**src/hcb_regs.vh**
```
/*
 * hcb_regs.vh
 * Constants for the Hall-commutated alternating-recirculation gate
 * pattern block: brake mode codes, field widths and timing counts.
 * Assumes inclusion by bare name from the block's design files.
 */
`ifndef HCB_REGS_VH
`define HCB_REGS_VH

// brake mode select codes
`define HCB_BRAKE_LOW       2'h0
`define HCB_BRAKE_HIGH      2'h1
`define HCB_BRAKE_ALT       2'h2
`define HCB_BRAKE_HIZ       2'h3

// field widths
`define HCB_MODE_W          2
`define HCB_DT_W            8

// dead-time counter reset and step
`define HCB_DT_ZERO         8'h00
`define HCB_DT_ONE          8'h01

// forbidden hall codes
`define HCB_HALL_ALL_ONE    3'h7
`define HCB_HALL_ALL_ZERO   3'h0

// clock period in ns and shortest gap between opposed switches
`define HCB_CLK_PERIOD_NS   4
`define HCB_MIN_GAP_NS      4
`define HCB_MIN_GAP_CYC     ((`HCB_MIN_GAP_NS + `HCB_CLK_PERIOD_NS - 1) / `HCB_CLK_PERIOD_NS)

`endif

```
**src/hcb_deadtime.v**
```verilog
/*
 * hcb_deadtime.v
 * One phase leg: turns requested high/low gate levels into registered
 * gate outputs, switching off at once and holding a dead time before
 * any switch is turned on after a turn-off.
 * Assumes requests never ask for both switches of the leg at once.
 */
`timescale 1ns/1ps
`include "hcb_regs.vh"

module hcb_deadtime (
	input  wire                 clk_i,          // core clock
	input  wire                 resetn_i,       // sync reset, active low
	input  wire                 ce_i,           // clock enable
	input  wire                 high_req_i,     // wanted high gate level
	input  wire                 low_req_i,      // wanted low gate level
	input  wire [`HCB_DT_W-1:0] dead_cycles_i,  // dead time in cycles
	output reg                  gate_high_o,    // high switch gate
	output reg                  gate_low_o      // low switch gate
);

	reg [`HCB_DT_W-1:0] dead_cnt;
	wire                turn_off;

	assign turn_off = (gate_high_o & ~high_req_i) | (gate_low_o & ~low_req_i);

	always @(posedge clk_i) begin
		if (!resetn_i) begin
			gate_high_o <= 1'b0;
			gate_low_o  <= 1'b0;
			dead_cnt    <= `HCB_DT_ZERO;
		end else if (ce_i) begin
			if (turn_off) begin
				// conflicting switch off first, then wait
				gate_high_o <= gate_high_o & high_req_i;
				gate_low_o  <= gate_low_o & low_req_i;
				dead_cnt    <= dead_cycles_i;
			end else if (dead_cnt != `HCB_DT_ZERO) begin
				dead_cnt <= dead_cnt - `HCB_DT_ONE;
			end else begin
				gate_high_o <= high_req_i;
				gate_low_o  <= low_req_i;
			end
		end
	end

endmodule // hcb_deadtime

```
**src/hcb_gate_pattern.v**
```verilog
/*
 * hcb_gate_pattern.v
 * Single-PWM Hall-commutated gate pattern with alternating
 * recirculation (twelve states) and brake handling for a three-phase
 * bridge. Configuration and fault bits are plain ports.
 * Assumes a controller drives PWM, direction, Hall replica and brake
 * request pins asynchronously; fault inputs and configuration come
 * from logic on clk_i.
 */
`timescale 1ns/1ps
`include "hcb_regs.vh"

////////////////////////////////////////////////////////////////////////
// Summary of operation
// twelve states: six low-on then six high-on
// low-on half: table of pulsed and on phases
// high-on half: swapped roles, low gets PWM
// hall 111 or 000 floats all phases
// diode freewheeling forces inverted-PWM gates low
// brake request low overrides pattern by mode
// overcurrent and watchdog faults also brake, enabled
// controller keeps brake request high normally
// low brake: all lows on, highs off
// high brake: all highs on, lows off
// alternate brake toggles side each event
// non-power brake: all six gates off
// brake config changes apply to later events
// conflicting switches off, dead time, then brake
// controller supplies PWM on phase A input
// controller drives direction and Hall replica inputs
// automatic dead time from rising/hall settings
// brake release resumes normal commutation pattern
// start low half, swap each electrical rotation
// async inputs pass two flip-flop stages
module hcb_gate_pattern (
	input  wire                   clk_i,                    // core clock
	input  wire                   resetn_i,                 // sync reset
	input  wire                   ce_i,                     // clock enable
	input  wire                   pwm_input_phase_a_i,      // PWM pin
	input  wire                   direction_select_input_i, // rotation dir
	input  wire [2:0]             hall_replica_inputs_i,    // hall [A,B,C]
	input  wire                   brake_request_n_i,        // brake pin
	input  wire                   overcurrent_fault_i,      // sense fault
	input  wire                   watchdog_fault_i,         // watchdog fault
	input  wire                   ocp_brake_en_i,           // ocp brakes
	input  wire                   wdt_brake_en_i,           // wdt brakes
	input  wire [`HCB_MODE_W-1:0] brake_mode_i,             // brake mode
	input  wire                   freewheel_mode_select_i,  // 1 = active
	input  wire [`HCB_DT_W-1:0]   rising_dead_time_i,       // pwm dead time
	input  wire [`HCB_DT_W-1:0]   hall_mode_dead_time_i,    // commut. dt
	output wire                   gate_high_phase_a_o,      // phase A high
	output wire                   gate_low_phase_a_o,       // phase A low
	output wire                   gate_high_phase_b_o,      // phase B high
	output wire                   gate_low_phase_b_o,       // phase B low
	output wire                   gate_high_phase_c_o,      // phase C high
	output wire                   gate_low_phase_c_o,       // phase C low
	output reg                    brake_active_o,           // braking now
	output reg                    high_half_o               // high-on half
);

	////////////////////////////////////////////////////////////////////
	// pulsed phase per effective code, one-hot {A,B,C}
	function [2:0] pulse_phase;
		input [2:0] code;
		begin
			case (code)
				3'h5:    pulse_phase = 3'h4;
				3'h4:    pulse_phase = 3'h2;
				3'h6:    pulse_phase = 3'h2;
				3'h2:    pulse_phase = 3'h1;
				3'h3:    pulse_phase = 3'h1;
				3'h1:    pulse_phase = 3'h4;
				default: pulse_phase = 3'h0;
			endcase
		end
	endfunction

	// companion phase per effective code, one-hot {A,B,C}
	function [2:0] return_phase;
		input [2:0] code;
		begin
			case (code)
				3'h5:    return_phase = 3'h1;
				3'h4:    return_phase = 3'h1;
				3'h6:    return_phase = 3'h4;
				3'h2:    return_phase = 3'h4;
				3'h3:    return_phase = 3'h2;
				3'h1:    return_phase = 3'h2;
				default: return_phase = 3'h0;
			endcase
		end
	endfunction

	function is_forbidden;
		input [2:0] code;
		begin
			is_forbidden = (code == `HCB_HALL_ALL_ONE) ||
				(code == `HCB_HALL_ALL_ZERO);
		end
	endfunction

	////////////////////////////////////////////////////////////////////
	// input synchronisers
	reg [2:0] hall_meta;
	reg [2:0] hall_sync;
	reg       dir_meta;
	reg       dir_sync;
	reg       brk_meta;
	reg       brk_n_sync;
	reg       pwm_meta;
	reg       pwm_sync;

	always @(posedge clk_i) begin
		if (!resetn_i) begin
			hall_meta  <= 3'h0;
			hall_sync  <= 3'h0;
			dir_meta   <= 1'b1;
			dir_sync   <= 1'b1;
			brk_meta   <= 1'b1;
			brk_n_sync <= 1'b1;
			pwm_meta   <= 1'b0;
			pwm_sync   <= 1'b0;
		end else if (ce_i) begin
			hall_meta  <= hall_replica_inputs_i;
			hall_sync  <= hall_meta;
			dir_meta   <= direction_select_input_i;
			dir_sync   <= dir_meta;
			brk_meta   <= brake_request_n_i;
			brk_n_sync <= brk_meta;
			pwm_meta   <= pwm_input_phase_a_i;
			pwm_sync   <= pwm_meta;
		end
	end

	////////////////////////////////////////////////////////////////////
	// effective code and rotation tracking
	wire [2:0] eff_code;
	reg  [2:0] eff_prev;
	reg  [2:0] half_start;
	reg        start_valid;
	reg        left_start;
	wire       code_valid;
	wire       code_change;

	// direction low inverts the hall code
	assign eff_code    = dir_sync ? hall_sync : ~hall_sync;
	assign code_valid  = ~is_forbidden(eff_code);
	assign code_change = (eff_code != eff_prev);

	always @(posedge clk_i) begin
		if (!resetn_i) begin
			eff_prev    <= 3'h0;
			half_start  <= 3'h0;
			start_valid <= 1'b0;
			left_start  <= 1'b0;
			high_half_o <= 1'b0;
		end else if (ce_i) begin
			eff_prev <= eff_code;
			if (code_valid) begin
				if (!start_valid) begin
					half_start  <= eff_code;
					start_valid <= 1'b1;
					left_start  <= 1'b0;
				end else if (eff_code != half_start) begin
					left_start <= 1'b1;
				end else if (left_start) begin
					// back at start code: one rotation done
					high_half_o <= ~high_half_o;
					left_start  <= 1'b0;
				end
			end
		end
	end

	////////////////////////////////////////////////////////////////////
	// brake trigger, mode latch and alternation
	wire       brake_trig;
	reg  [1:0] brake_mode_q;
	reg        alt_use_high;

	assign brake_trig = ~brk_n_sync |
		(ocp_brake_en_i & overcurrent_fault_i) |
		(wdt_brake_en_i & watchdog_fault_i);

	always @(posedge clk_i) begin
		if (!resetn_i) begin
			brake_active_o <= 1'b0;
			brake_mode_q   <= `HCB_BRAKE_LOW;
			alt_use_high   <= 1'b1;
		end else if (ce_i) begin
			brake_active_o <= brake_trig;
			if (brake_trig && !brake_active_o) begin
				// mode sampled per event
				brake_mode_q <= brake_mode_i;
				if (brake_mode_i == `HCB_BRAKE_ALT) begin
					alt_use_high <= ~alt_use_high;
				end
			end
		end
	end

	////////////////////////////////////////////////////////////////////
	// gate requests
	reg  [2:0] next_high_req;
	reg  [2:0] next_low_req;
	reg  [2:0] pulse_ph;
	reg  [2:0] ret_ph;
	reg        pwm_inv;
	reg        alt_high_now;

	always @* begin
		pulse_ph      = pulse_phase(eff_code);
		ret_ph        = return_phase(eff_code);
		pwm_inv       = freewheel_mode_select_i & ~pwm_sync;
		alt_high_now  = alt_use_high;
		next_high_req = 3'h0;
		next_low_req  = 3'h0;
		if (brake_active_o) begin
			case (brake_mode_q)
				`HCB_BRAKE_LOW: begin
					next_low_req = 3'h7;
				end
				`HCB_BRAKE_HIGH: begin
					next_high_req = 3'h7;
				end
				`HCB_BRAKE_ALT: begin
					if (alt_high_now) begin
						next_high_req = 3'h7;
					end else begin
						next_low_req = 3'h7;
					end
				end
				default: begin
					next_high_req = 3'h0;
					next_low_req  = 3'h0;
				end
			endcase
		end else if (!code_valid) begin
			next_high_req = 3'h0;
			next_low_req  = 3'h0;
		end else if (!high_half_o) begin
			// pulsed phase modulated, companion low held on
			next_high_req = pulse_ph & {3{pwm_sync}};
			next_low_req  = (pulse_ph & {3{pwm_inv}}) | ret_ph;
		end else begin
			// companion low modulated, pulsed phase high held on
			next_high_req = pulse_ph | (ret_ph & {3{pwm_inv}});
			next_low_req  = ret_ph & {3{pwm_sync}};
		end
	end

	////////////////////////////////////////////////////////////////////
	// dead-time selection and phase legs
	wire                 commut_evt;
	reg  [`HCB_DT_W-1:0] dead_sel;
	wire [2:0]           gate_high;
	wire [2:0]           gate_low;

	assign commut_evt = code_change | (brake_trig != brake_active_o);

	always @* begin
		if (commut_evt || brake_active_o) begin
			dead_sel = hall_mode_dead_time_i;
		end else begin
			dead_sel = rising_dead_time_i;
		end
	end

	hcb_deadtime u_leg_a (
		.clk_i         (clk_i),
		.resetn_i      (resetn_i),
		.ce_i          (ce_i),
		.high_req_i    (next_high_req[2]),
		.low_req_i     (next_low_req[2]),
		.dead_cycles_i (dead_sel),
		.gate_high_o   (gate_high[2]),
		.gate_low_o    (gate_low[2])
	);

	hcb_deadtime u_leg_b (
		.clk_i         (clk_i),
		.resetn_i      (resetn_i),
		.ce_i          (ce_i),
		.high_req_i    (next_high_req[1]),
		.low_req_i     (next_low_req[1]),
		.dead_cycles_i (dead_sel),
		.gate_high_o   (gate_high[1]),
		.gate_low_o    (gate_low[1])
	);

	hcb_deadtime u_leg_c (
		.clk_i         (clk_i),
		.resetn_i      (resetn_i),
		.ce_i          (ce_i),
		.high_req_i    (next_high_req[0]),
		.low_req_i     (next_low_req[0]),
		.dead_cycles_i (dead_sel),
		.gate_high_o   (gate_high[0]),
		.gate_low_o    (gate_low[0])
	);

	assign gate_high_phase_a_o = gate_high[2];
	assign gate_low_phase_a_o  = gate_low[2];
	assign gate_high_phase_b_o = gate_high[1];
	assign gate_low_phase_b_o  = gate_low[1];
	assign gate_high_phase_c_o = gate_high[0];
	assign gate_low_phase_c_o  = gate_low[0];

endmodule // hcb_gate_pattern

```
**config.mk**
```make
export PLATFORM = sky130hd
export DESIGN_NAME = hcb_gate_pattern
export DESIGN_NICKNAME = d
export VERILOG_FILES = /design/src/hcb_deadtime.v /design/src/hcb_gate_pattern.v
export VERILOG_INCLUDE_DIRS = /design/src
export SDC_FILE = /design/constraint.sdc
export NUM_CORES = 1
export LEC_CHECK = 0
export ABC_AREA = 1
export BUFFER_PORTS_ARGS = -buffer_cell sky130_fd_sc_hd__buf_2
export CAP_MARGIN = 20
export CORE_MARGIN = 3
export CORE_UTILIZATION = 59
export CTS_CLUSTER_DIAMETER = 60
export CTS_CLUSTER_SIZE = 24
export DETAILED_ROUTE_END_ITERATION = 16
export PLACE_DENSITY = 0.91
export SYNTH_ARGS = -nofsm -noshare
export SYNTH_HDL_FRONTEND = slang
export SYNTH_SLANG_ARGS = --single-unit
```
**constraint.sdc**
```tcl
create_clock -name clk_i -period 2.6 [get_ports clk_i]
set_clock_uncertainty 0.2 [all_clocks]
set_input_delay 0.65 -clock clk_i [delete_from_list [all_inputs] [get_ports clk_i]]
set_output_delay 0.65 -clock clk_i [all_outputs]
set_load 0.03 [all_outputs]
```
# ---- Word level (Yosys, flattened, before mapping)
# Cells that the tools add are included.
dict set report totals {
  elab_cells 148
  regBits 55
  output_inout_bits 8
  inputBits 32
}
dict set report op_classes {
  bitwise_logic 41
  n_reduce_logical 29
  muxes 34
  n_addsub 3
  eq_ne 16
}
# operator count
set op_table {}
lappend op_table {{$mux 8} 7}
lappend op_table {{$mux 3} 9}
lappend op_table {{$reduce_bool 8->1} 3}
lappend op_table {{$sub 8x1->8 const B} 3}
lappend op_table {{$pmux 3 s3} 2}
lappend op_table {{$reduce_and 2->1} 8}
lappend op_table {{$and 1x1->1} 15}
lappend op_table {{$mux 1} 14}
lappend op_table {{$not 1->1} 13}
lappend op_table {{$and 3x3->3} 4}
lappend op_table {{$eq 3x3->1 const B} 4}
lappend op_table {{$pmux 3 s2} 2}
lappend op_table {{$reduce_or 2->1} 6}
lappend op_table {{$eq 3x2->1 const B} 2}
lappend op_table {{$ne 2x1->1 const B} 3}
lappend op_table {{$ne 3x3->1} 2}
lappend op_table {{$or 1x1->1} 6}
lappend op_table {{$or 3x3->3} 2}
lappend op_table {{$reduce_and 3->1} 2}
lappend op_table {{$reduce_bool 2->1} 3}
lappend op_table {{$reduce_and 5->1} 1}
lappend op_table {{$eq 2x2->1 const B} 2}
lappend op_table {{$eq 3x1->1 const B} 1}
lappend op_table {{$logic_not 3->1} 1}
lappend op_table {{7 further kinds} 8}

# ---- Depth between registers and ports, before layout
dict set report logic_depth {
  ltp_word 15
  mapped_depth 14
  ltp_nobuf 14
}

# ---- By module
# From an unflattened synthesis, not the netlist that was laid out.
dict set report unflattened {
  hier_cells 557
  area_unflattened_um2 3470.8
}
# module n_inst seq_area_each_um2 area_each_um2 cells_each
set by_module_without_submodules {}
lappend by_module_without_submodules {hcb_deadtime 3 200.2 684.4 112}
lappend by_module_without_submodules {hcb_gate_pattern 1 500.5 1417.6 221}

# ---- Worst setup path after synthesis
# Ideal clock, no wire load.
dict set report synth_path {
  kind {flip-flop to flip-flop}
  start {register brake_active_o}
  end {register u_leg_c.dead_cnt[2]}
  setup_ps 113
  t_required_ps 2287
  slack_ps 467
  stages_incl_launch_ff 13
  path_buffers 1
  synth_period_minus_slack_ps 2133
  arrival_time_ps 1820
  cell_sequence {dfxtp_1 > inv_1 > buf_2 > ha_1 > nand3_1 > nor2_4 > nand2_2 > nand2_1 > nand2_1 > nand2_1 > o21ai_0 > nor2_1 > nor2_1}
}
dict set report synth_between {
  elab_chain_cells 6
  word_cells_on_any_way 14
  classes_between {eq/ne (1); mux (4); bitwise (6); reduce/logical (3)}
}
# element line
set synth_rtl {}
lappend synth_rtl {{start: declaration} hcb_gate_pattern.v:57} ;# output reg brake_active_o,
lappend synth_rtl {{start signal: assignment} hcb_gate_pattern.v:191} ;# brake_active_o <= brake_trig;
lappend synth_rtl {{$mux 3} hcb_gate_pattern.v:218} ;# if (brake_active_o) begin
lappend synth_rtl {{$not 1->1} hcb_deadtime.v:25} ;# assign turn_off = (gate_high_o & ~high_req_i) | (gate_low_o & ~low_req_i);
lappend synth_rtl {{$and 1x1->1} hcb_deadtime.v:25}
lappend synth_rtl {{$or 1x1->1} hcb_deadtime.v:25}
lappend synth_rtl {{$reduce_bool 2->1 (no line)} n/a}
lappend synth_rtl {{$reduce_and 2->1 (no line)} n/a}
lappend synth_rtl {{end signal: assignment} hcb_deadtime.v:31} ;# dead_cnt <= `HCB_DT_ZERO;
lappend synth_rtl {{end signal: assignment} hcb_deadtime.v:37} ;# dead_cnt <= dead_cycles_i;
lappend synth_rtl {{end signal: assignment} hcb_deadtime.v:39} ;# dead_cnt <= dead_cnt - `HCB_DT_ONE;
lappend synth_rtl {{end: declaration} hcb_deadtime.v:22} ;# reg [`HCB_DT_W-1:0] dead_cnt;
# Several ways; a longest one is shown, not always the timed one.
# A chain may end at the register's enable or synchronous reset.

# ---- Final worst setup path
dict set report layout_path {
  start {register high_half_o}
  end {register u_leg_a.dead_cnt[2]}
}
dict set report layout_between {
  elab_chain_cells 8
  word_cells_on_any_way 14
  classes_between {mux (7); bitwise (5); reduce/logical (2)}
}
# element line
set layout_rtl {}
lappend layout_rtl {{start: declaration} hcb_gate_pattern.v:58} ;# output reg high_half_o
lappend layout_rtl {{start signal: assignment} hcb_gate_pattern.v:168} ;# high_half_o <= ~high_half_o;
lappend layout_rtl {{$mux 3} hcb_gate_pattern.v:241} ;# end else if (!high_half_o) begin
lappend layout_rtl {{$mux 3} hcb_gate_pattern.v:238} ;# end else if (!code_valid) begin
lappend layout_rtl {{$mux 3} hcb_gate_pattern.v:218}
lappend layout_rtl {{$not 1->1} hcb_deadtime.v:25}
lappend layout_rtl {{$and 1x1->1} hcb_deadtime.v:25}
lappend layout_rtl {{$or 1x1->1 (*)} hcb_deadtime.v:25}
lappend layout_rtl {{$reduce_bool 2->1 (no line)} n/a}
lappend layout_rtl {{$reduce_and 2->1 (no line)} n/a}
lappend layout_rtl {{end signal: assignment} hcb_deadtime.v:31}
lappend layout_rtl {{end signal: assignment} hcb_deadtime.v:37}
lappend layout_rtl {{end signal: assignment} hcb_deadtime.v:39}
lappend layout_rtl {{end: declaration} hcb_deadtime.v:22}
# Every way passes the cells marked *; elsewhere a longest branch is shown, timed or not.

==> impl_metrics.env <==
export IMPL_min_path_cells=2
export IMPL_status="finished, final reports clean"
export IMPL_arrival_ps=2320
export IMPL_nets=636
export IMPL_power_density_nw_per_um2=1140
export IMPL_yosys_cell_types_count=27
export IMPL_io_pins=40
export IMPL_drc_errors=0
export IMPL_ys_warn_count=0
export IMPL_cts_made_buffers=5
export IMPL_place_hpwl_mm=6.30
export IMPL_crit_type="flip-flop to flip-flop"
export IMPL_setup_viol=0
export IMPL_required_ps=2620
export IMPL_drt_pass1_iterations=5
export IMPL_syn_num_nets=602
export IMPL_ff2ff_setup_slack_ps=300
export IMPL_viasPerCell=5.43
export IMPL_first_iter_violations=348
export IMPL_worstReg2RegStart="high_half_o"
export IMPL_crit_slowest_cell="dfxtp_1"
export IMPL_cp_end_kind="flip-flop"
export IMPL_rsz0062_at_grt="no"
export IMPL_grt_max_degree=30
export IMPL_cp_start_kind="flip-flop"
export IMPL_period_needed_ps=2300
export IMPL_hold_start="brk_meta"
export IMPL_place_gp_congestion=0.907
export IMPL_seqPwrFrac=0.292
export IMPL_syn2layout_area_growth_pct=8.73
export IMPL_grt_overflow=0
export IMPL_clk_pin_slew_ps=110
export IMPL_p_switching_mw=2.09
export IMPL_hold_viol_final=0
export IMPL_cts_sinks=55
export IMPL_hold_class="flip-flop to flip-flop"
export IMPL_cap_violations=0
export IMPL_p_comb_frac=0.591
export IMPL_diodes=0
export IMPL_synth_seq_cells=55
export IMPL_grt_util_all_layers=0.247
export IMPL_initial_core_util=0.623
export IMPL_p_int_mw=2.25
export IMPL_min_period_over_period=0.885
export IMPL_nFillCells=475
export IMPL_ctsResizeCount=0
export IMPL_slew_violations=0
export IMPL_startpoint="high_half_o"
export IMPL_drive_gt1_frac=0.121
export IMPL_grt_pass1_vias=3392
export IMPL_p_sw_frac=0.482
export IMPL_tightest_slew_ps=599
export IMPL_fmax_mhz=435
export IMPL_peakVddDrop_mv=0.572
export IMPL_utilization=0.677
export IMPL_fp_dieH_um=83.2
export IMPL_path_buf_inv=0
export IMPL_vias=3619
export IMPL_setup_tns_ps=0
export IMPL_grt_pass1_wl_mm=14.4
export IMPL_cts_tree="built"
export IMPL_r2r_end="u_leg_a.dead_cnt[2]"
export IMPL_core_area_sq_um=5640
export IMPL_die_area_sq_um=6910
export IMPL_clockBufferDepth=2
export IMPL_cts_hold_buf=0
export IMPL_path_cells="nand2_1, nor2_1, nand3_1, nand2_1, nand2_1, nand3_2, nand2_4, o21ai_4, nand2_1, nand2_1, nor2_1"
export IMPL_hold_end="brk_meta"
export IMPL_portBuffers=39
export IMPL_ys_seq_area_frac=0.314
export IMPL_clock_power_share=0.117
export IMPL_syn_cell_area_sq_um=3510
export IMPL_drt_total_wl_mm=8.55
export IMPL_post_cts_repair_setup_buffers=0
export IMPL_cp_slowest_stage_delay_ps=430
export IMPL_cts_root_buf="clkbuf_8"
export IMPL_ff2ff_path_depth=11
export IMPL_grt_antenna_before_repair=0
export IMPL_wl_per_cell_um=12.8
export IMPL_relSlewSlack=0.600
export IMPL_crit_family="simple AND/OR/NAND/NOR gates"
export IMPL_htreeDepth=2
export IMPL_power_leakage_nw=1.95
export IMPL_crit_path_frequent_cell="nand2_1"
export IMPL_die_x_um=83.2
export IMPL_netlist_instances=560
export IMPL_path_max_fanout=16
export IMPL_drt_antenna_violating_nets=0
export IMPL_clk_latency_ps=320
export IMPL_rows=27
export IMPL_avgSynthCellArea_sq_um=6.27
==> synth_stat cells <==
cell type	n	area (sq um)
nor2_1	78	293
a21boi_0	2	15.0
xor2_1	17	149
nand2_1	174	653
buf_6	6	67.6
buf_2	2	10.0
nor4_1	1	6.26
inv_1	62	233
dfxtp_1	55	1100
nand2_2	8	50.1
nand3_1	53	265
o21ai_1	1	5.00
a21oi_1	17	85.1
nand3_2	5	50.1
clkbuf_1	9	33.8
inv_2	3	11.3
a211oi_1	3	22.5
o21ai_4	2	32.5
nand4_1	5	31.3
clkinv_1	1	3.75
xnor2_1	4	35.0
o21ai_0	34	170
nor2_4	2	22.5
nor3_1	3	15.0
nand2_4	1	11.3
ha_1	10	125
nand3b_1	2	15.0
==> stage by stage <==
step | hold WS [ps] | power, mW | setup WS [ps] | instances | cell area, sq um
6_report | 268 | 4.34 | 299 | 667 | 3820
5_1_grt | 300 | 4.78 | 56.6 | 667 | 3820
4_1_cts | 273 | 4.31 | 345 | 667 | 3820
3_5_place_dp | 248 | 3.79 | 39.6 | 659 | 3720
3_3_place_gp | 242 | 3.68 | 104 | 659 | 3720
2_1_floorplan | 229 | 3.36 | 467 | 560 | 3510
==> sequential cells by signal, summed over array words and instances, names as in the netlist, 2 cells and up <==
signal and cells:
half_start 3, eff_prev 3, u_leg_b.dead_cnt 8, brake_mode_q 2, hall_meta 3, hall_sync 3, u_leg_a.dead_cnt 8, u_leg_c.dead_cnt 8
==> per-layer routing <==
layer	GRT usage	vias to the layer above	routed length (um)
li1	-	1822	-
met2	0.415	153	3880
met3	0.0496	24	680
met1	0.315	1620	3780
met5	0	-	0
met4	0.0862	0	216
==> worst register-to-register path, stage by stage, from the launching register on <==
cell and delay (ps):
dfxtp_1 430, nand2_1 160, nor2_1 210, nand3_1 100
nand2_1 70, nand2_1 90, nand3_2 190, nand2_4 140
o21ai_4 380, nand2_1 120, nand2_1 80, nor2_1 40
==> cells by family (layout without fill, tap and decap cells) <==
family                     count (synthesis)  count (layout)  synth area share
DFF                                       55              55             0.314
xor gates and xnor gates                  21              21            0.0524
AOI/OAI and AO/OA                         59              59            0.0940
buffers and inverters                     83             118             0.102
adders and majority gates                 10              10            0.0356
and+or+nand+nor                          332             332             0.402
==> placed cells by master, fill, tap and decap left out, drive strengths merged, types with 5 or more instances in the layout <==
| cell type | synthesis | final |
|---|---|---|
| nand2 | 183 | 183 |
| nor2 | 80 | 80 |
| inv | 65 | 65 |
| nand3 | 58 | 58 |
| dfxtp | 55 | 55 |
| buf | 8 | 44 |
| o21ai | 37 | 37 |
| a21oi | 17 | 17 |
| xor2 | 17 | 17 |
| ha | 10 | 10 |
| clkbuf | 9 | 7 |
| nand4 | 5 | 5 |
==> worst max path at each step <==
stage               slack, ps                   to  cells after the start
global route               60  u_leg_b.dead_cnt[6]                     12
finish                    300  u_leg_a.dead_cnt[2]                     11
detailed placement         40  u_leg_a.dead_cnt[2]                     13
floorplan                 470  u_leg_c.dead_cnt[2]                     12
global placement          100  u_leg_c.dead_cnt[6]                     13
CTS                       350  u_leg_b.dead_cnt[5]                     12
==> layout make-up <==
cell class	instances	area [sq um]	share of cell area
tap	72	90.1	0.0236
multi-input combinational	422	2050	0.537
sequential	55	1100	0.288
timing repair buffer	44	233	0.0609
clock inverter	1	8.76	0.00229
clock buffer	7	86.3	0.0226
inverter	66	248	0.0649
==> power by group through the flow <==
stage / Combinational, mW / Sequential, mW / Clock, mW
floorplan: 2.03 / 1.33 / 0
global placement: 2.41 / 1.27 / 0
detailed placement: 2.51 / 1.28 / 0
CTS: 2.53 / 1.26 / 0.516
global route: 2.94 / 1.29 / 0.552
finish: 2.56 / 1.27 / 0.508
(Power assumes the default switching activity.)
